<file path="config.mk">
export PLATFORM = sky130hd
export DESIGN_NAME = pscr_device_flat
export DESIGN_NICKNAME = d
export VERILOG_FILES = /design/src/rtl/pscr_pkg.sv /design/src/rtl/pscr_link_if.sv /design/src/rtl/pscr_device.sv /design/src/flat_wrapper.sv
export SDC_FILE = /design/constraint.sdc
export NUM_CORES = 1
export LEC_CHECK = 0
export ABC_CLOCK_PERIOD_IN_PS = 5800
export BUFFER_PORTS_ARGS = -buffer_cell sky130_fd_sc_hd__buf_2
export CORE_MARGIN = 2
export CORE_UTILIZATION = 40
export CTS_CLUSTER_SIZE = 40
export DETAILED_ROUTE_END_ITERATION = 10
export PLACE_DENSITY = 0.55
export SYNTH_ARGS = -nofsm -noshare
export SYNTH_HDL_FRONTEND = slang
export SYNTH_SLANG_ARGS = --single-unit
</file>
<file path="constraint.sdc">
create_clock -name core_clk -period 5.8 [get_ports core_clk]
set_clock_uncertainty 0.05 [all_clocks]
set_input_delay 0.58 -clock core_clk [delete_from_list [all_inputs] [get_ports core_clk]]
set_output_delay 0.58 -clock core_clk [all_outputs]
set_load 0.02 [all_outputs]
</file>
<file path="src/rtl/pscr_pkg.sv">
package pscr_pkg;
    // widths of the serial words, their fields and the counters
    localparam int FREQ_W = 20;
    localparam int ENH_W = 8;
    localparam int REF_W = 6;
    localparam int MAIN_W = 9;
    localparam int SWAL_W = 4;
    localparam int DIV_W = 13;
    localparam int CNT_W = 5;

    // frequency word field bases, in shift order
    localparam int FW_REF_HI = 0;
    localparam int FW_MAIN_HI = 2;
    localparam int FW_BYPASS = 4;
    localparam int FW_MAIN_LO = 5;
    localparam int FW_REF_LO = 12;
    localparam int FW_SWAL = 16;

    // test mode control bits
    localparam int TM_MIRROR_OUT = 1;
    localparam int TM_MAIN_OUT = 2;
    localparam int TM_POWER_DOWN = 3;
    localparam int TM_CNT_LOAD = 4;
    localparam int TM_MOD_OUT = 5;
    localparam int TM_REF_OUT = 6;
    localparam logic [ENH_W-1:0] TM_USED_MASK = 8'h7E;

    // prescaler moduli
    localparam logic [DIV_W-1:0] PRE_LOW = 13'h000A;
    localparam logic [DIV_W-1:0] PRE_HIGH = 13'h000B;

    // synchroniser lanes in the device
    localparam int LN_SCLK = 0;
    localparam int LN_DATA = 1;
    localparam int LN_COPY = 2;
    localparam int LN_XLAT = 3;
    localparam int LN_ROUTE = 4;
    localparam int LN_MODULUS_CHOICE = 5;
    localparam int LN_CHOICE = 6;
    localparam int LN_GATE = 7;
    localparam int LN_UP = 8;
    localparam int LN_DN = 9;
    localparam int N_LANES = 10;
    localparam logic [N_LANES-1:0] LANE_RST = 10'h380;

    // host serial clock timing
    localparam int CORE_CLK_MHZ = 100;
    localparam int SCLK_HALF_NS = 80;
    localparam int SCLK_HALF_CYC = (SCLK_HALF_NS * CORE_CLK_MHZ + 999) / 1000;

    // host apb map
    localparam logic [7:0] HOST_CMD_OFS = 8'h00;
    localparam logic [7:0] HOST_DATA_OFS = 8'h04;
    localparam logic [7:0] HOST_PINS_OFS = 8'h08;
    localparam logic [7:0] HOST_STAT_OFS = 8'h0C;
    localparam logic [7:0] HOST_CAPT_OFS = 8'h10;
    localparam int PIN_MODULUS_CHOICE = 0;
    localparam int PIN_CHOICE = 1;
    localparam int PIN_GATE_N = 2;
    localparam int PIN_ROUTE = 3;
    localparam int PIN_COPY = 4;
    localparam int PIN_W = 5;
    localparam logic [PIN_W-1:0] PINS_RST = 5'h04;

    typedef enum logic [1:0] {
        PSCR_OP_PRIMARY = 2'h0,
        PSCR_OP_TESTMODE = 2'h1,
        PSCR_OP_MIRROR = 2'h2,
        PSCR_OP_COPY = 2'h3
    } pscr_op_e;

    typedef enum logic [2:0] {
        PSCR_SRC_PRIMARY = 3'h1,
        PSCR_SRC_SECONDARY = 3'h2,
        PSCR_SRC_MIRROR = 3'h4
    } pscr_src_e;

    // field extraction, shift order is reversed against the field order
    function automatic logic [REF_W-1:0] fw_ref(input logic [FREQ_W-1:0] w);
        logic [REF_W-1:0] r;
        r = '0;
        for (int i = 0; i < 2; i++) r[REF_W-1-i] = w[FW_REF_HI+i];
        for (int i = 0; i < 4; i++) r[3-i] = w[FW_REF_LO+i];
        return r;
    endfunction

    function automatic logic [MAIN_W-1:0] fw_main(input logic [FREQ_W-1:0] w);
        logic [MAIN_W-1:0] m;
        m = '0;
        for (int i = 0; i < 2; i++) m[MAIN_W-1-i] = w[FW_MAIN_HI+i];
        for (int i = 0; i < 7; i++) m[6-i] = w[FW_MAIN_LO+i];
        return m;
    endfunction

    function automatic logic [SWAL_W-1:0] fw_swal(input logic [FREQ_W-1:0] w);
        logic [SWAL_W-1:0] a;
        a = '0;
        for (int i = 0; i < SWAL_W; i++) a[SWAL_W-1-i] = w[FW_SWAL+i];
        return a;
    endfunction
endpackage

</file>
<file path="src/rtl/pscr_link_if.sv">
`timescale 1ns/1ps
interface pscr_link_if;
    logic ser_clk;
    logic ser_data;
    logic copy_strobe;
    logic extra_latch;
    logic route_select;
    logic memory_select;
    logic freq_reg_choice;
    logic extra_modes_gate_n;
    logic readout;

    modport host (
        output ser_clk, ser_data, copy_strobe, extra_latch, route_select,
        output memory_select, freq_reg_choice, extra_modes_gate_n,
        input readout
    );
    modport dev (
        input ser_clk, ser_data, copy_strobe, extra_latch, route_select,
        input memory_select, freq_reg_choice, extra_modes_gate_n,
        output readout
    );
endinterface

</file>
<file path="src/rtl/pscr_device.sv">
// Summary of operation
// data sampled on each serial clock rise
// words enter least significant bit first
// strobes and route pick shift destination
// three independent twenty-bit frequency registers
// frequency word field layout in shift order
// primary feeds counters live while shifting
// copy strobe rise copies primary to secondary
// memory select and choice pick source
// mirror loads from store on edges
// only stored data drives from mirror
// mirror readout shifts out on clock
// eight-bit test word, reserved bits zero
// test bit acts only with gate low
// host sets one readout bit only
// test word latched on latch strobe fall
// gate high disables all test bits
// power down stops all but interface; here the lock outputs keep following the pump pulses
// counter load takes values continuously
// readout carries divider or modulus signals
// lock node nand, indicator its inverse
// store write takes all mirror bits
// bypass divides by main counter alone
// counters reload at end of cycle
//
// Design decisions made here: the register offsets and the APB register port.
`timescale 1ns/1ps
module pscr_device
    import pscr_pkg::*;
#(
    parameter logic [FREQ_W-1:0] NV_INIT = 20'h00000
) (
    input wire logic core_clk,
    input wire logic resetn,
    pscr_link_if.dev link,
    input wire logic ref_tick,
    input wire logic vco_tick,
    input wire logic nv_write_pulse,
    input wire logic nv_erase_pulse,
    input wire logic pump_up_pulse_n,
    input wire logic pump_down_pulse_n,
    output logic [REF_W-1:0] ref_value,
    output logic [MAIN_W-1:0] main_value,
    output logic [SWAL_W-1:0] swallow_value,
    output logic prescaler_bypass,
    output logic power_down,
    output logic ref_out,
    output logic main_out,
    output logic modulus_choice,
    output logic lock_integrate_node,
    output logic lock_indicator
);
    logic [N_LANES-1:0] lane_raw;
    logic [N_LANES-1:0] meta_ff;
    logic [N_LANES-1:0] sync_ff;
    logic [N_LANES-1:0] prev_ff;
    logic [FREQ_W-1:0] primary_ff;
    logic [FREQ_W-1:0] secondary_ff;
    logic [FREQ_W-1:0] mirror_ff;
    logic [FREQ_W-1:0] nv_ff;
    logic [ENH_W-1:0] tm_shift_ff;
    logic [ENH_W-1:0] tm_ff;
    pscr_src_e src_ff;
    logic [FREQ_W-1:0] prog_ff;
    logic [REF_W-1:0] ref_cnt_ff;
    logic [DIV_W-1:0] main_cnt_ff;
    logic ref_out_ff, main_out_ff, mod_ff, readout_ff, integ_ff, lock_ff, pd_ff;

    assign lane_raw = {pump_down_pulse_n, pump_up_pulse_n, link.extra_modes_gate_n, link.freq_reg_choice,
                       link.memory_select, link.route_select, link.extra_latch, link.copy_strobe,
                       link.ser_data, link.ser_clk};

    // every link pin is asynchronous to core_clk: two flops, then edge history
    always_ff @(posedge core_clk or negedge resetn) begin
        if (!resetn) begin
            meta_ff <= LANE_RST;
            sync_ff <= LANE_RST;
            prev_ff <= LANE_RST;
        end else begin
            meta_ff <= lane_raw;
            sync_ff <= meta_ff;
            prev_ff <= sync_ff;
        end
    end

    wire sclk_rise = sync_ff[LN_SCLK] & ~prev_ff[LN_SCLK];
    wire copy_lvl = sync_ff[LN_COPY];
    wire copy_rise = copy_lvl & ~prev_ff[LN_COPY];
    wire xlat_fall = ~sync_ff[LN_XLAT] & prev_ff[LN_XLAT];
    wire route_lvl = sync_ff[LN_ROUTE];
    wire route_fall = ~route_lvl & prev_ff[LN_ROUTE];
    wire modulus_choice_lvl = sync_ff[LN_MODULUS_CHOICE];
    wire modulus_choice_rise = modulus_choice_lvl & ~prev_ff[LN_MODULUS_CHOICE];
    wire sdata = sync_ff[LN_DATA];

    // destination decode, only with copy strobe low
    wire to_primary = ~copy_lvl & ~sync_ff[LN_XLAT] & ~route_lvl;
    wire to_testmode = ~copy_lvl & sync_ff[LN_XLAT] & ~route_lvl;
    wire to_mirror = ~copy_lvl & route_lvl;

    // store copy into mirror: memory select rise with route low, or route fall with memory select high
    wire nv_copy = (modulus_choice_rise & ~route_lvl) | (route_fall & modulus_choice_lvl);
    wire nv_prog = copy_lvl & route_lvl & ~modulus_choice_lvl & nv_write_pulse;
    wire nv_erase = copy_lvl & route_lvl & modulus_choice_lvl & nv_erase_pulse;

    // test bits gated by the active-low gate pin, reserved bits never act
    wire [ENH_W-1:0] tm_act = tm_ff & TM_USED_MASK & {ENH_W{~sync_ff[LN_GATE]}};
    wire pd_act = tm_act[TM_POWER_DOWN];

    // primary, secondary and test shift registers, lsb enters first and ends at bit 0
    always_ff @(posedge core_clk or negedge resetn) begin
        if (!resetn) begin
            primary_ff <= '0;
            secondary_ff <= '0;
            tm_shift_ff <= '0;
            tm_ff <= '0;
        end else begin
            if (sclk_rise && to_primary) primary_ff <= {sdata, primary_ff[FREQ_W-1:1]};
            if (sclk_rise && to_testmode) tm_shift_ff <= {sdata, tm_shift_ff[ENH_W-1:1]};
            if (copy_rise) secondary_ff <= primary_ff;
            if (xlat_fall) tm_ff <= tm_shift_ff;
        end
    end

    // mirror register and the non-volatile store behind it
    always_ff @(posedge core_clk or negedge resetn) begin
        if (!resetn) begin
            mirror_ff <= '0;
            nv_ff <= NV_INIT;
        end else begin
            if (nv_copy) begin
                mirror_ff <= nv_ff;
            end else if (sclk_rise && to_mirror) begin
                mirror_ff <= {sdata, mirror_ff[FREQ_W-1:1]};
            end
            // a write ands into the store, so an erase to ones must come first
            if (nv_erase) begin
                nv_ff <= '1;
            end else if (nv_prog) begin
                nv_ff <= nv_ff & mirror_ff;
            end
        end
    end

    // source choice is only decoded with route low; while route is high the
    // last choice stands, so serially shifted mirror data never steers counters
    wire pscr_src_e src_nxt = modulus_choice_lvl ? PSCR_SRC_MIRROR :
                              (sync_ff[LN_CHOICE] ? PSCR_SRC_PRIMARY : PSCR_SRC_SECONDARY);
    wire [FREQ_W-1:0] sel_word = (src_ff == PSCR_SRC_PRIMARY) ? primary_ff :
                                 (src_ff == PSCR_SRC_SECONDARY) ? secondary_ff : mirror_ff;

    always_ff @(posedge core_clk or negedge resetn) begin
        if (!resetn) src_ff <= PSCR_SRC_SECONDARY;
        else if (!route_lvl) src_ff <= src_nxt;
    end

    // programmed values in use, split from the selected word
    wire [REF_W-1:0] p_ref = fw_ref(prog_ff);
    wire [MAIN_W-1:0] p_main = fw_main(prog_ff);
    wire [SWAL_W-1:0] p_swal = fw_swal(prog_ff);
    wire p_bypass = prog_ff[FW_BYPASS];

    // divide length minus one: bypass uses main alone, else 10*(m+1)+a-1
    wire [DIV_W-1:0] main_m = DIV_W'(p_main);
    wire [DIV_W-1:0] div_last = p_bypass ? main_m :
                                DIV_W'(PRE_LOW * main_m + PRE_LOW - 13'h0001 + DIV_W'(p_swal));
    wire [DIV_W-1:0] elapsed = div_last - main_cnt_ff;
    wire in_high_mod = ~p_bypass & (elapsed < DIV_W'(PRE_HIGH * DIV_W'(p_swal)));

    wire main_end = vco_tick & (main_cnt_ff == '0);
    wire ref_end = ref_tick & (ref_cnt_ff == '0);
    wire mirror_live = (route_lvl | prev_ff[LN_ROUTE]) & (src_ff == PSCR_SRC_MIRROR);
    wire take_prog = (main_end | tm_act[TM_CNT_LOAD]) & ~mirror_live;

    // counters run only when not powered down; they reload at the end of each cycle
    always_ff @(posedge core_clk or negedge resetn) begin
        if (!resetn) begin
            prog_ff <= '0;
            ref_cnt_ff <= '0;
            main_cnt_ff <= '0;
            ref_out_ff <= 1'b0;
            main_out_ff <= 1'b0;
            mod_ff <= 1'b0;
        end else if (pd_act) begin
            ref_cnt_ff <= p_ref;
            main_cnt_ff <= div_last;
            ref_out_ff <= 1'b0;
            main_out_ff <= 1'b0;
            mod_ff <= 1'b0;
        end else begin
            if (take_prog) prog_ff <= sel_word;
            if (ref_end) ref_cnt_ff <= p_ref;
            else if (ref_tick) ref_cnt_ff <= ref_cnt_ff - 6'h01;
            if (main_end) main_cnt_ff <= div_last;
            else if (vco_tick) main_cnt_ff <= main_cnt_ff - 13'h0001;
            ref_out_ff <= ref_end;
            main_out_ff <= main_end;
            mod_ff <= in_high_mod;
        end
    end

    // readout mux; the host keeps at most one source bit set
    wire readout_nxt = (tm_act[TM_MIRROR_OUT] & mirror_ff[0]) |
                       (tm_act[TM_MAIN_OUT] & main_out_ff) |
                       (tm_act[TM_MOD_OUT] & mod_ff) |
                       (tm_act[TM_REF_OUT] & ref_out_ff);

    // lock outputs from the synchronised pump pulses
    always_ff @(posedge core_clk or negedge resetn) begin
        if (!resetn) begin
            readout_ff <= 1'b0;
            integ_ff <= 1'b0;
            lock_ff <= 1'b1;
            pd_ff <= 1'b0;
        end else begin
            pd_ff <= pd_act;
            readout_ff <= readout_nxt;
            integ_ff <= ~(sync_ff[LN_UP] & sync_ff[LN_DN]);
            lock_ff <= sync_ff[LN_UP] & sync_ff[LN_DN];
        end
    end

    assign link.readout = readout_ff;
    assign ref_value = p_ref;
    assign main_value = p_main;
    assign swallow_value = p_swal;
    assign prescaler_bypass = p_bypass;
    assign power_down = pd_ff;
    assign ref_out = ref_out_ff;
    assign main_out = main_out_ff;
    assign modulus_choice = mod_ff;
    assign lock_integrate_node = integ_ff;
    assign lock_indicator = lock_ff;
endmodule

</file>
<file path="src/flat_wrapper.sv">
// flat-port wrapper written by rule: the top's interface ports become plain ports
module pscr_device_flat import pscr_pkg::*;
#(
    parameter logic [FREQ_W-1:0] NV_INIT = 20'h00000
)
  (core_clk, resetn, ref_tick, vco_tick, nv_write_pulse, nv_erase_pulse, pump_up_pulse_n, pump_down_pulse_n, ref_value, main_value, swallow_value, prescaler_bypass, power_down, ref_out, main_out, modulus_choice, lock_integrate_node, lock_indicator, link_ser_clk, link_ser_data, link_copy_strobe, link_extra_latch, link_route_select, link_memory_select, link_freq_reg_choice, link_extra_modes_gate_n, link_readout);
  pscr_link_if link_i ();
  input wire logic core_clk;
  input wire logic resetn;
  input wire logic ref_tick;
  input wire logic vco_tick;
  input wire logic nv_write_pulse;
  input wire logic nv_erase_pulse;
  input wire logic pump_up_pulse_n;
  input wire logic pump_down_pulse_n;
  output logic [REF_W-1:0] ref_value;
  output logic [MAIN_W-1:0] main_value;
  output logic [SWAL_W-1:0] swallow_value;
  output logic prescaler_bypass;
  output logic power_down;
  output logic ref_out;
  output logic main_out;
  output logic modulus_choice;
  output logic lock_integrate_node;
  output logic lock_indicator;
  input wire logic [$bits(link_i.ser_clk)-1:0] link_ser_clk;
  input wire logic [$bits(link_i.ser_data)-1:0] link_ser_data;
  input wire logic [$bits(link_i.copy_strobe)-1:0] link_copy_strobe;
  input wire logic [$bits(link_i.extra_latch)-1:0] link_extra_latch;
  input wire logic [$bits(link_i.route_select)-1:0] link_route_select;
  input wire logic [$bits(link_i.memory_select)-1:0] link_memory_select;
  input wire logic [$bits(link_i.freq_reg_choice)-1:0] link_freq_reg_choice;
  input wire logic [$bits(link_i.extra_modes_gate_n)-1:0] link_extra_modes_gate_n;
  output wire logic [$bits(link_i.readout)-1:0] link_readout;
  assign link_i.ser_clk = link_ser_clk;
  assign link_i.ser_data = link_ser_data;
  assign link_i.copy_strobe = link_copy_strobe;
  assign link_i.extra_latch = link_extra_latch;
  assign link_i.route_select = link_route_select;
  assign link_i.memory_select = link_memory_select;
  assign link_i.freq_reg_choice = link_freq_reg_choice;
  assign link_i.extra_modes_gate_n = link_extra_modes_gate_n;
  assign link_readout = link_i.readout;
  pscr_device #(.NV_INIT(NV_INIT)) u_core (.core_clk(core_clk), .resetn(resetn), .link(link_i), .ref_tick(ref_tick), .vco_tick(vco_tick), .nv_write_pulse(nv_write_pulse), .nv_erase_pulse(nv_erase_pulse), .pump_up_pulse_n(pump_up_pulse_n), .pump_down_pulse_n(pump_down_pulse_n), .ref_value(ref_value), .main_value(main_value), .swallow_value(swallow_value), .prescaler_bypass(prescaler_bypass), .power_down(power_down), .ref_out(ref_out), .main_out(main_out), .modulus_choice(modulus_choice), .lock_integrate_node(lock_integrate_node), .lock_indicator(lock_indicator));
endmodule
</file>
After elaboration in Yosys (flattened, before gate mapping) --
Index checks and enable logic that the tools add are counted.
Storage, ports and cells: register bits 170, input bits 16, logic and storage cells 107
Cells by class: add/sub/neg operators 6, $mul 2, order comparisons 1, eq/ne operators 3, mux-type cells 18, bitwise logic cells 47, reductions and logical operators 10
Operator list (number):
- 20-bit 2-to-1 mux | 6
- 13-bit 2-to-1 mux | 4
- 1-bit AND | 27
- 13-bit by 1-bit subtractor with 13-bit output (second input constant) | 2
- 20-bit AND | 1
- 6-bit 2-to-1 mux | 3
- 13-bit by 4-bit adder with 13-bit output | 1
- 13-bit by 4-bit adder with 13-bit output (second input constant) | 1
- 13-bit logical NOT | 1
- 13-bit by 8-bit < comparator with 1-bit output | 1
- 13-bit subtractor | 1
- 3-bit by 9-bit multiplier with 12-bit output (first input constant) | 1
- 1-bit NOT | 12
- 4-bit by 4-bit multiplier with 8-bit output (first input constant) | 1
- 7-bit AND | 1
- 6-bit logical NOT | 1
- 1-bit OR | 6
- 3-bit nonzero test | 2
- 6-bit by 1-bit subtractor with 6-bit output (second input constant) | 1
- 2-bit nonzero test | 2
- 3-bit by 1-bit equality test with 1-bit output (second input constant) | 1
- 3-bit by 2-bit equality test with 1-bit output (second input constant) | 1
- 3-bit equality test (second input constant) | 1
- 1-bit logical AND | 3
- 4 further kinds | 6

Longest topological paths before layout --
Gate-level depths: netlist (run 1).
depth after elaboration 9, depth in mapped cells 21

Worst setup path after synthesis (run 1) --
Ideal clock, no wire load.
kind reg-to-reg, start register u_core.prog_ff[11], end register u_core.mod_ff, in the netlist u_core.modulus_choice, arrival time 3.986 ns, required time 5.671 ns, path slack 1.685 ns, cell stages (with the launch flop) 22, period minus slack after synthesis 4.115 ns, cells stage by stage dfrtp_1 > ha_1 > inv_1 > ha_1 > inv_1 > ha_1 > nor2b_1 > o21a_1 > o21a_1 > o31ai_1 > ha_1 > o21ai_0 > nand2b_1 > o21ai_0 > xnor2_1 > ha_1 > nor4_1 > o21ai_0 > a211oi_1 > o2111a_1 > nand3b_1 > mux2i_1
Between the ends: cells in the longest elaborated chain, start to end 9
Ends and longest elaborated chain:
- from (decl) | RTL line pscr_device.sv:64 | logic [FREQ_W-1:0] prog_ff;
- from (signal assigned) | RTL line pscr_device.sv:191 | if (take_prog) prog_ff <= sel_word;
- 3-bit by 9-bit multiplier with 12-bit output | RTL line pscr_device.sv:166 | DIV_W'(PRE_LOW * main_m + PRE_LOW - 13'h0001 + DIV_W'(p_swal));
- 13-bit by 4-bit adder with 13-bit output | RTL line pscr_device.sv:166
- 13-bit by 1-bit subtractor with 13-bit output | RTL line pscr_device.sv:166
- 13-bit by 4-bit adder with 13-bit output | RTL line pscr_device.sv:166
- 13-bit 2-to-1 mux * | RTL line pscr_device.sv:165 | wire [DIV_W-1:0] div_last = p_bypass ? main_m :
- 13-bit subtractor * | RTL line pscr_device.sv:167 | wire [DIV_W-1:0] elapsed = div_last - main_cnt_ff;
- 13-bit by 8-bit < comparator with 1-bit output * | RTL line pscr_device.sv:168 | wire in_high_mod = ~p_bypass & (elapsed < DIV_W'(PRE_HIGH * DIV_W'(p_swal)));
- 1-bit AND * | RTL line pscr_device.sv:168
- 1-bit 2-to-1 mux * | RTL line pscr_device.sv:184 | end else if (pd_act) begin
- to (signal assigned) | RTL line pscr_device.sv:198 | mod_ff <= in_high_mod;
- to (decl) | RTL line pscr_device.sv:67 | logic ref_out_ff, main_out_ff, mod_ff, readout_ff, integ_ff, lock_ff, pd_ff;
Mark *: on every way between the ends. The rest lies on a longest branch, timed or not. A chain may end at the register's enable or synchronous reset.

Final worst setup path (run 1) --
start register u_core.prog_ff[9], end register u_core.mod_ff, in the netlist u_core.modulus_choice
Same word-level chain as after synthesis.

==> results.md, run 1 <==
- Status: finished, final reports clean
- Drt pass-1 iters: 4
- GR Overflow Total: 0
- Crit-path most repeated cell: ha_1
- Synth cell count leaders: dfrtp_1 (159), nand2_1 (84), o21ai_0 (67)
- Clk root buf: clkbuf_16
- First-pass GRT wire length: 32,900 um
- Fraction of layout cells with a size suffix above 1: 21.6%
- Nets: 948
- Htree depth: 4
- Crit path kind: reg2reg
- Final hold slack: 0.131 ns
- WL final: 19,500 um
- Average wire per cell in the routed design: 16.7 um
- Worst slew margin: 23.2%
- Floorplan die height: 153 um
- Power per cell area: 396 mW/mm2
- Reg2reg path depth: 21
- Switch share: 36.3%
- Initial antenna violation count: 0
- Hpwl dp: 13,500 um
- Biggest area consumer among synthesized cells: dfrtp_1
- Clock share of power: 29.7%
- Multi-input logic area: 0.00443 mm2
- Max Root-Sink Buffers: 2
- Peak Freq: 0.228 GHz
- Die Wd: 153 um
- Initial Util: 40.8%
- Dpl ws: 1.45 ns
- Clk slew on worst S/H paths: 0.07 ns
- R2r startpoint: u_core.prog_ff[9]
- Total track usage: 17.3%
- CP Capture Type: register
- FF+latch area: 0.00419 mm2
- Setup TNS: 0 ns
- Ys async rst share: 100%
- CP max-delay cell: dfrtp_1
- Area grow syn2layout: 12.2%
- Critical-path cell list: ha_1, inv_1, ha_1, inv_1, ha_1, nor2b_1, o21a_1, o21a_1, o31ai_1, ha_1, o21ai_0, nand2b_1, o21ai_0, xnor2_1, ha_1, nor4_1, o21ai_0, a211oi_1, o2111a_1, nand3b_1, mux2i_1
- Area contributors post-synth: dfrtp_1 (45%), ha_1 (7.4%), mux2_2 (6.7%), mux2i_1 (5.2%), o21ai_0 (3.8%)
- Final setup margin: 1.42 ns
- Row Count: 54
- # port buffers: 42
- Core box area: 0.0219 mm2
- R2R Setup Slk: 1.42 ns
- Post-Syn Area: 0.00893 mm2
- Routed via count: 6,240
- Synth top area share: 44.6%
- Tmin final: 4.38 ns
- Worst setup SP type: register
- Top FF cell, synth: dfrtp_1
- # resized after CTS: 0
- Reg power frac: 38.5%
- Worst R2R End: u_core.modulus_choice
- RSZ-0062 raised after global routing: false
- DR vias/cell: 5.34
- Synth warnings: 0
- CTS tree: done
- Vias in the first global route: 6,288
- Remaining DRCs: 0
- Iteration-0 DRC Markers: 377
- Synth Register Bits: 167
- Post-Syn Area per Cell: 10.6 um2
- Max cap viols: 0
- Placement Cell Area: 0.00940 mm2
- Syn_nets: 914
- Pint: 2.53 mW
- Fin area: 0.0100 mm2
- Finished Layout Cells: 1,168
- Worst EP arrival: 4.68 ns
- # diodes: 0
- Clk Latency, worst-skew pair: 0.43 ns
- Post-synth EDFFs: 0
- Part of the Yosys area used for sequential elements: 46.9%
- Worst-Margin Slew: 1.15 ns
- Endpoints failing setup: 0
- Leakage: 4.70 nW
- Total CTS buffers: 17
- Placer congestion estimate: 0.816
- CTS sink cnt: 167
- Combinational share of power: 31.8%
- Max Slew Vio Count: 0
- Final hold vios: 0
- Number of post-CTS setup repair buffers: 0
- Cells after synthesis: 841
- Fin crit share: 75.5%
- Synth cell types: 78
- Hold_buf cts: 0
- Worst IR Drop VDD: 0.000186 V
- Antenna Nets Post-Route: 0
- Hold Path Class: in2async
- CP Max Fanout: 5
- Most common cell in the netlist: dfrtp_1
- CP peak stage delay: 0.43 ns
- NetSw: 1.44 mW
- Critical Path RT: 6.10 ns
- Largest net degree at the start of global routing: 69
- Cells after DPL: 1,136
- I/O pin cnt: 43
- Die ar.: 0.0235 mm2
- Fillcell total: 2,084
cell usage in the layout (no fill, tap or decap), types with 5 or more instances in the layout:
cell / count
a21o_1: 8
a21oi_1: 52
buf_2: 41
buf_4: 9
clkbuf_16: 17
clkinv_8: 7
dfrtp_1: 159
dfstp_2: 8
ha_1: 53
inv_1: 38
inv_6: 5
mux2_2: 53
mux2i_1: 46
nand2_1: 84
nand2b_1: 7
nand3_1: 12
nand4_1: 9
nor2_1: 49
nor2b_1: 6
nor3_1: 9
o21a_1: 6
o21ai_0: 67
o21ai_2: 21
or3_1: 7
xnor2_1: 14
xor2_1: 7
stage by stage:
step,total power [mW],utilization (%)
2_1_floorplan,2.48,-
5_1_grt,4.27,45.8
6_report,3.97,45.8
3_5_place_dp,2.81,42.9
4_1_cts,4.00,45.8
3_3_place_gp,2.80,42.9
registers in the layout (all words and copies together) (netlist names), 7 cells and up:
register	flops
u_core.mirror_ff	20
u_core.prog_ff	20
u_core.primary_ff	20
u_core.tm_shift_ff	7
u_core.sync_ff	10
u_core.meta_ff	10
u_core.secondary_ff	20
u_core.main_cnt_ff	13
u_core.nv_ff	20
cell type report:
class	instances	area share, %
multi-input cells	600	44.2
flip-flops and latches	167	41.8
clock buffers	17	4.24
well taps	280	3.50
repair buffers	51	2.83
clock inverters	15	2.01
inverters	38	1.42
worst max-delay path, delay by kind of cell (launching register included):
kind	cells	cell delay [ns]
compound gates	8	1.53
fa+ha+maj	5	1.44
simple gates	4	0.54
flops	1	0.43
mux	1	0.12
xor+xnor	1	0.10
buf+inv	2	0.08
cells by family (layout without fill, tap and decap cells):
family | Yosys count | in the layout | share of synthesized area, %
compound gates | 206 | 206 | 14.8
xor+xnor | 22 | 22 | 2.24
flops | 167 | 167 | 46.9
mux | 99 | 99 | 11.8
simple gates | 216 | 216 | 12.1
fa+ha+maj | 57 | 57 | 8.32
buf+inv | 74 | 121 | 3.78
worst max path at each step:
stage | from | end | slack (ns) | cells past startpoint
2_1_floorplan | u_core.prog_ff[11] | u_core.modulus_choice | 1.68 | 21
3_3_place_gp | u_core.prog_ff[11] | u_core.modulus_choice | 1.50 | 20
3_5_place_dp | u_core.prog_ff[10] | u_core.modulus_choice | 1.45 | 18
4_1_cts | u_core.prog_ff[9] | u_core.modulus_choice | 1.41 | 21
5_1_grt | u_core.prog_ff[9] | u_core.modulus_choice | 0.98 | 20
6_report | u_core.prog_ff[9] | u_core.modulus_choice | 1.42 | 21
routing by layer:
| metal | vias to the layer above | part of all wire, % | GRT usage (%) |
|---|---|---|---|
| met1 | 3042 | 49 | 23.9 |
| met5 | - | 0 | 0 |
| li1 | 3079 | - | - |
| met3 | 26 | 2.8 | 3.52 |
| met2 | 93 | 46 | 27.5 |
| met4 | 0 | 2.1 | 5.16 |
power groups by stage:
stage / logic (mW) / clock network, mW / registers [mW]
detailed placement: 1.26 / 0 / 1.55
CTS: 1.27 / 1.21 / 1.52
global route: 1.47 / 1.25 / 1.56
global placement: 1.26 / 0 / 1.54
floorplan: 0.972 / 0 / 1.51
finish: 1.26 / 1.18 / 1.53
Note: power is estimated with default switching activity, not from simulation.
==> inputs of run 2 (changes only) <==
--- a/config.mk
+++ b/config.mk
@@ -5,13 +5,14 @@
 export SDC_FILE = /design/constraint.sdc
 export NUM_CORES = 1
 export LEC_CHECK = 0
-export ABC_CLOCK_PERIOD_IN_PS = 5800
+export ABC_AREA = 1
+export ABC_CLOCK_PERIOD_IN_PS = 3800
 export BUFFER_PORTS_ARGS = -buffer_cell sky130_fd_sc_hd__buf_2
 export CORE_MARGIN = 2
 export CORE_UTILIZATION = 40
 export CTS_CLUSTER_SIZE = 40
 export DETAILED_ROUTE_END_ITERATION = 10
-export PLACE_DENSITY = 0.55
+export PLACE_DENSITY = 0.57
 export SYNTH_ARGS = -nofsm -noshare
 export SYNTH_HDL_FRONTEND = slang
 export SYNTH_SLANG_ARGS = --single-unit
==> constraint.sdc (replaced) <==
create_clock -name core_clk -period 3.8 [get_ports core_clk]
set_clock_uncertainty 0.05 [all_clocks]
set_input_delay 0.38 -clock core_clk [delete_from_list [all_inputs] [get_ports core_clk]]
set_output_delay 0.38 -clock core_clk [all_outputs]
set_load 0.02 [all_outputs]
==> run 2 against run 1 <==
Against the previous run: critical endpoint unchanged; largest cell class unchanged; critical path depth is 1 lower; maximum frequency is 20% higher; via count is 14% higher; non-clock buffer count is 53 higher; die area hardly changed; first-iteration DRC count is 12% higher; synthesized area hardly changed; hold slack worse by 0.11 ns; wire length is 5.3% higher.
==> results.md, run 2 <==
- Placement Cell Area: 0.00964 mm2 (was 0.00940 mm2)
- Die Wd: 153 um (about the same)
- Syn_nets: 1,143 (was 914)
- Fraction of layout cells with a size suffix above 1: 18.6% (was 21.6%)
- Synth top area share: 44.6% (about the same)
- Max cap viols: 0 (unchanged)
- GR Overflow Total: 0 (unchanged)
- Commonest non-fill, non-tap cell in the layout: nand2_1 (was dfrtp_1)
- CP Capture Type: register (unchanged)
- Endpoints failing setup: 0 (unchanged)
- # port buffers: 42 (unchanged)
- Drt pass-1 iters: 6 (was 4)
- Util after Layout: 48.7% (was 45.8%)
- Total CTS buffers: 17 (unchanged)
- RSZ-0062 raised after global routing: true (was false)
- Initial antenna violation count: 0 (unchanged)
- Fin crit share: 96.2% (was 75.5%)
- Die ar.: 0.0235 mm2 (about the same)
- Fin area: 0.0107 mm2 (was 0.0100 mm2)
- Row Count: 54 (unchanged)
- Cells after synthesis: 1,070 (was 841)
- Worst-Margin Slew: 0.891 ns (was 1.15 ns)
- Total track usage: 18.2% (was 17.3%)
- Area contributors post-synth: dfrtp_1 (45%), o21ai_0 (11%), nand2_1 (9.6%), ha_1 (7.4%), inv_1 (6.1%) (was dfrtp_1 (45%), ha_1 (7.4%), mux2_2 (6.7%), mux2i_1 (5.2%), o21ai_0 (3.8%))
- Clk slew on worst S/H paths: 0.07 ns (about the same)
- Synth cell count leaders: nand2_1 (229), o21ai_0 (193), dfrtp_1 (159), inv_1 (144), ha_1 (53) (was dfrtp_1 (159), nand2_1 (84), o21ai_0 (67))
- Average wire per cell in the routed design: 14.2 um (was 16.7 um)
- Antenna Nets Post-Route: 0 (unchanged)
- Top FF cell, synth: dfrtp_1 (unchanged)
- Area grow syn2layout: 19.5% (was 12.2%)
- Most common cell in the netlist: nand2_1 (was dfrtp_1)
- Iteration-0 DRC Markers: 423 (was 377)
- WL final: 20,500 um (was 19,500 um)
- Max Root-Sink Buffers: 2 (unchanged)
- Vias in the first global route: 7,007 (was 6,288)
- I/O pin cnt: 43 (unchanged)
- Largest net degree at the start of global routing: 76 (was 69)
- Grt peak-use layer: met2 (unchanged)
- CTS tree: done (unchanged)
- Synth warnings: 0 (unchanged)
- Core box area: 0.0219 mm2 (unchanged)
- Global-route track usage on met3: 2.89% (was 3.52%)
- Placer congestion estimate: 0.791 (was 0.816)
- First-pass GRT wire length: 35,000 um (was 32,900 um)
- CP Launch Point: u_core.prog_ff[10] (was u_core.prog_ff[9])
- # diodes: 0 (unchanged)
- Setup TNS: 0 ns (unchanged)
- Hold Crit Start: link_ser_clk
- Floorplan die height: 153 um (about the same)
- Tmin final: 3.65 ns (was 4.38 ns)
- Post-Syn Area per Cell: 8.34 um2 (was 10.6 um2)
- Remaining DRCs: 0 (unchanged)
- Ys async rst share: 100% (unchanged)
- DR vias/cell: 4.92 (was 5.34)
- Status: finished, final reports clean (unchanged)
- CP Max Fanout: 4 (was 5)
- R2r startpoint: u_core.prog_ff[10] (was u_core.prog_ff[9])
- Synth Register Bits: 167 (unchanged)
- Peak Freq: 0.274 GHz (was 0.228 GHz)
- Post-synth EDFFs: 0 (unchanged)
- Initial Util: 40.8% (about the same)
- Met1 Use GR: 25.6% (was 23.9%)
- Max Slew Vio Count: 0 (unchanged)
- Nets: 1,226 (was 948)
- Crit path kind: reg2reg (unchanged)
- Final hold slack: 0.0196 ns (was 0.131 ns)
- Worst EP arrival: 3.96 ns (was 4.68 ns)
- Hold Path Class: in2reg (was in2async)
- Commonest cells after routing, fill and taps aside: nand2_1 (223), o21ai_0 (188), dfrtp_1 (159), inv_1 (139), buf_4 (50) (was dfrtp_1 (159), nand2_1 (84), o21ai_0 (67), mux2_2 (53), ha_1 (53))
- Met2 GRT Util: 29.9% (was 27.5%)
- Biggest area consumer among synthesized cells: dfrtp_1 (unchanged)
- Worst slew margin: 40.4% (was 23.2%)
- Worst setup SP type: register (unchanged)
- Clk Latency, worst-skew pair: 0.42 ns (was 0.43 ns)
- Clk root buf: clkbuf_16 (unchanged)
- Final hold vios: 0 (unchanged)
- Hpwl dp: 14,800 um (was 13,500 um)
- Htree depth: 4 (unchanged)
- Synth cell types: 49 (was 78)
- CTS sink cnt: 167 (unchanged)
- Critical Path RT: 4.10 ns (was 6.10 ns)
- Part of the Yosys area used for sequential elements: 47.0% (was 46.9%)
- Post-Syn Area: 0.00892 mm2 (was 0.00893 mm2)
- Routed via count: 7,115 (was 6,240)
==> run 2: worst paths after layout <==
check / cells past startpoint / to / slack (ns)
worst max-delay path: 20 / u_core.modulus_choice / 0.15
worst min-delay path: 1 / u_core.meta_ff[0] / 0.02
worst max register to register: 20 / u_core.modulus_choice / 0.15
worst min register to register: 0 / u_core.sync_ff[6] / 0.30
max in group asynchronous: 3 / u_core.mirror_ff[4] / 2.28
min in group asynchronous: 2 / u_core.sync_ff[1] / 0.48
==> run 2: routing by layer <==
| metal | wire [um] | up-vias |
|---|---|---|
| met4 | 142 | 0 |
| met1 | 10100 | 3357 |
| met5 | 0 | - |
| li1 | - | 3687 |
| met3 | 382 | 11 |
| met2 | 9960 | 60 |
==> run 2: critical path, cell delays in order (launching register included) <==
cell      delay (ns)
dfrtp_1         0.41
buf_4           0.17
ha_1            0.29
inv_1           0.06
fa_2            0.56
o21ai_2         0.08
ha_4            0.31
inv_1           0.08
o31ai_2         0.26
xor2_1          0.19
ha_1            0.26
nand2_2         0.08
inv_1           0.04
nand4_1         0.06
o211ai_1        0.09
a21o_1          0.18
nand2_1         0.08
nand2_2         0.06
a21oi_2         0.11
nand2_1         0.06
a21oi_1         0.11
==> run 2: logic make-up (layout without fill, tap and decap cells) <==
family                   count (synthesis)  in the layout  synth area share [%]
AND/OR/NAND/NOR                        343            343                  16.0
AO/OA/AOI/OAI                          289            289                  18.0
buffers and inverters                  193            289                  8.47
flip-flops                             167            167                  47.0
adder cells (fa/ha/maj)                 57             57                  8.33
XOR/XNOR                                20             20                  2.05
multiplexers                             1              1                 0.126
==> run 2: final cells by class <==
cell class                 count  area (um2)
tap                          280         350
multi-input combinational    710        4250
timing repair buffer         104         714
sequential                   167        4190
fill                        2124       11200
inverter                     153         574
clock buffer                  18         439
clock inverter                14         149
==> run 2: metrics by stage <==
stage	setup slack, ns	std cells
detailed placement	-0.120	1397
global placement	-0.0522	1397
finish	0.146	1446
floorplan	0.0223	1070
CTS	0.0230	1439
global route	-0.134	1446
==> run 2: timing repair <==
item	4_1_cts	5_1_grt
gates resized for setup	14	44
setup buffers	0	7
hold buffers	10	0
pin swaps	3	21
endpoints found under the hold margin	81	0
setup endpoints to repair	1	1
gates cloned	0	0
Power of run 2 is not shown: default switching activity piles up to over one toggle a cycle in this logic, so the estimate is an artifact.
==> inputs of run 3 (changes only) <==
--- a/config.mk
+++ b/config.mk
@@ -13,6 +13,7 @@
 export CTS_CLUSTER_SIZE = 40
 export DETAILED_ROUTE_END_ITERATION = 10
 export PLACE_DENSITY = 0.57
+export RECOVER_POWER = 50
 export SYNTH_ARGS = -nofsm -noshare
 export SYNTH_HDL_FRONTEND = slang
 export SYNTH_SLANG_ARGS = --single-unit
==> run 3 against run 2 <==
Against the previous run: the flow now finishes with violations (capacitance limit, slew limit); clock-buffer cell count stayed put; final area is 0.29% lower; wire length is 0.22% higher; non-clock buffer count stayed put; register-to-register slack hardly changed; first-iteration DRC count is 2.6% higher; core utilization is 0.14 points lower; sequential share of layout area is 0.12 points higher; hold slack hardly changed; maximum frequency hardly changed; highest routed layer unchanged.
==> results.md, run 3 (synthesis results as in run 2) <==
- Multi-input logic area: 0.00425 mm2 (unchanged)
- WL final: 20,600 um (was 20,500 um)
- Row Count: 54 (unchanged)
- Remaining DRCs: 0 (unchanged)
- Worst slew margin: -32.3% (was 40.4%)
- RSZ-0062 raised after global routing: true (unchanged)
- Hold Path Class: in2reg (unchanged)
- Drt pass-1 iters: 5 (was 6)
- First-pass GRT wire length: 35,000 um (unchanged)
- Htree depth: 4 (unchanged)
- Fin crit share: 96.2% (about the same)
- Nets: 1,226 (unchanged)
- Antenna Nets Post-Route: 0 (unchanged)
- I/O pin cnt: 43 (unchanged)
- Area grow syn2layout: 19.2% (was 19.5%)
- Final hold vios: 0 (unchanged)
- Iteration-0 DRC Markers: 434 (was 423)
- Max cap viols: 2 (was 0)
- Failing checks: capacitance limit, slew limit
- Initial antenna violation count: 0 (unchanged)
- CTS sink cnt: 167 (unchanged)
- Total CTS buffers: 17 (unchanged)
- CP Launch Point: u_core.prog_ff[10] (unchanged)
- Worst setup SP type: register (unchanged)
- DR vias/cell: 4.93 (was 4.92)
- Status: finished, violations left (was finished, final reports clean)
- GR Overflow Total: 0 (unchanged)
- Clk root buf: clkbuf_16 (unchanged)
- Tmin final: 3.66 ns (was 3.65 ns)
- CP Capture Type: register (unchanged)
- Crit path kind: reg2reg (unchanged)
- Placement Cell Area: 0.00964 mm2 (unchanged)
- CTS tree: done (unchanged)
- Endpoints failing setup: 0 (unchanged)
- R2R Setup Slk: 0.14 ns (was 0.15 ns)
- Largest net degree at the start of global routing: 76 (unchanged)
- CP Max Fanout: 4 (unchanged)
- Commonest cells after routing, fill and taps aside: nand2_1 (223), o21ai_0 (188), dfrtp_1 (159), inv_1 (140) (was nand2_1 (223), o21ai_0 (188), dfrtp_1 (159), inv_1 (139), buf_4 (50))
- Worst EP arrival: 3.96 ns (about the same)
- Placer congestion estimate: 0.791 (unchanged)
- Average wire per cell in the routed design: 14.2 um (about the same)
- Fraction of layout cells with a size suffix above 1: 17.0% (was 18.6%)
- Worst-Margin Slew: 1.98 ns (was 0.891 ns)
- Fillcell total: 2,128 (was 2,124)
- Commonest non-fill, non-tap cell in the layout: nand2_1 (unchanged)
- Clk slew on worst S/H paths: 0.07 ns (about the same)
- Clk Latency, worst-skew pair: 0.42 ns (about the same)
- Vias in the first global route: 7,007 (unchanged)
- Die ar.: 0.0235 mm2 (unchanged)
- Hold Crit Start: link_ser_clk (unchanged)
- Floorplan die height: 153 um (unchanged)
- Total track usage: 18.2% (unchanged)
- # diodes: 0 (unchanged)
- Finished Layout Cells: 1,446 (unchanged)
- Hpwl dp: 14,800 um (unchanged)
- Max Root-Sink Buffers: 2 (unchanged)
- R2r startpoint: u_core.prog_ff[10] (unchanged)
- FF+latch area: 0.00419 mm2 (unchanged)
- Peak Freq: 0.273 GHz (was 0.274 GHz)
- Critical Path RT: 4.10 ns (about the same)
- Cells after DPL: 1,397 (unchanged)
- Fin area: 0.0106 mm2 (was 0.0107 mm2)
- Max Slew Vio Count: 117 (was 0)
- Initial Util: 40.8% (unchanged)
- Die Wd: 153 um (unchanged)
- Core box area: 0.0219 mm2 (unchanged)
- Routed via count: 7,122 (was 7,115)
- # port buffers: 42 (unchanged)
[run 3: cell types whose count changed in the layout (fill, tap and decap cells not counted), moves of 2 or more]
cell / previous run / this run
clkbuf_1: 0 / 16
clkbuf_2: 0 / 2
buf_4: 50 / 48
buf_2: 41 / 26
[run 3: path summary, 6_finish.rpt]
| check | endpoint | cells after the start |
|---|---|---|
| max reg2reg | u_core.modulus_choice | 20 |
| min reg2reg | u_core.sync_ff[6] | 0 |
| min | u_core.meta_ff[0] | 1 |
| min in group asynchronous | u_core.sync_ff[1] | 2 |
| max | u_core.modulus_choice | 20 |
| max in group asynchronous | u_core.mirror_ff[19] | 3 |
[run 3: per-layer routing]
metal / global-route usage, % / vias to the layer above / share of wire [%]
met5: 0 / - / 0
met1: 25.6 / 3358 / 49
met4: 3.54 / 0 / 0.69
met2: 29.9 / 63 / 48
li1: - / 3690 / -
met3: 2.89 / 11 / 2.0
[run 3: layout make-up]
type	instances	area share, %
clock buffers	18	4.13
clock inverters	14	1.40
inverters	153	5.40
multi-input cells	710	40.0
flip-flops and latches	167	39.4
well taps	280	3.29
repair buffers	104	6.43
[run 3: worst max-delay path: stages, from the launching register on]
cell and delay [ns]:
dfrtp_1 0.41, buf_4 0.17, ha_1 0.29, inv_1 0.06, fa_2 0.56, o21ai_2 0.08, ha_4 0.31, inv_1 0.08
o31ai_2 0.26, xor2_1 0.19, ha_1 0.26, nand2_2 0.08, inv_1 0.04, nand4_1 0.06, o211ai_1 0.09, a21o_1 0.18
nand2_1 0.08, nand2_2 0.06, a21oi_2 0.11, nand2_1 0.06, a21oi_1 0.11
[run 3: through the flow]
step | hold WS (ns) | util, % | TNS (ns) | worst slack [ns]
3_3_place_gp | 0.282 | 44.1 | -0.0522 | -0.0522
6_report | 0.0191 | 48.6 | 0 | 0.143
2_1_floorplan | 0.0344 | - | 0 | 0.0223
3_5_place_dp | 0.285 | 44.1 | -0.120 | -0.120
4_1_cts | 0.00787 | 47.5 | 0 | 0.0230
5_1_grt | 0.00671 | 48.6 | -0.134 | -0.134
[run 3: repair_timing]
action | CTS | global route
hold buffers | 10 | 0
gates cloned | 0 | 0
setup endpoints to repair | 1 | 1
gates resized for setup | 14 | 44
pin swaps | 3 | 21
hold endpoints to repair | 81 | 0
setup buffers | 0 | 7
Power of run 3 is left out for the same reason.
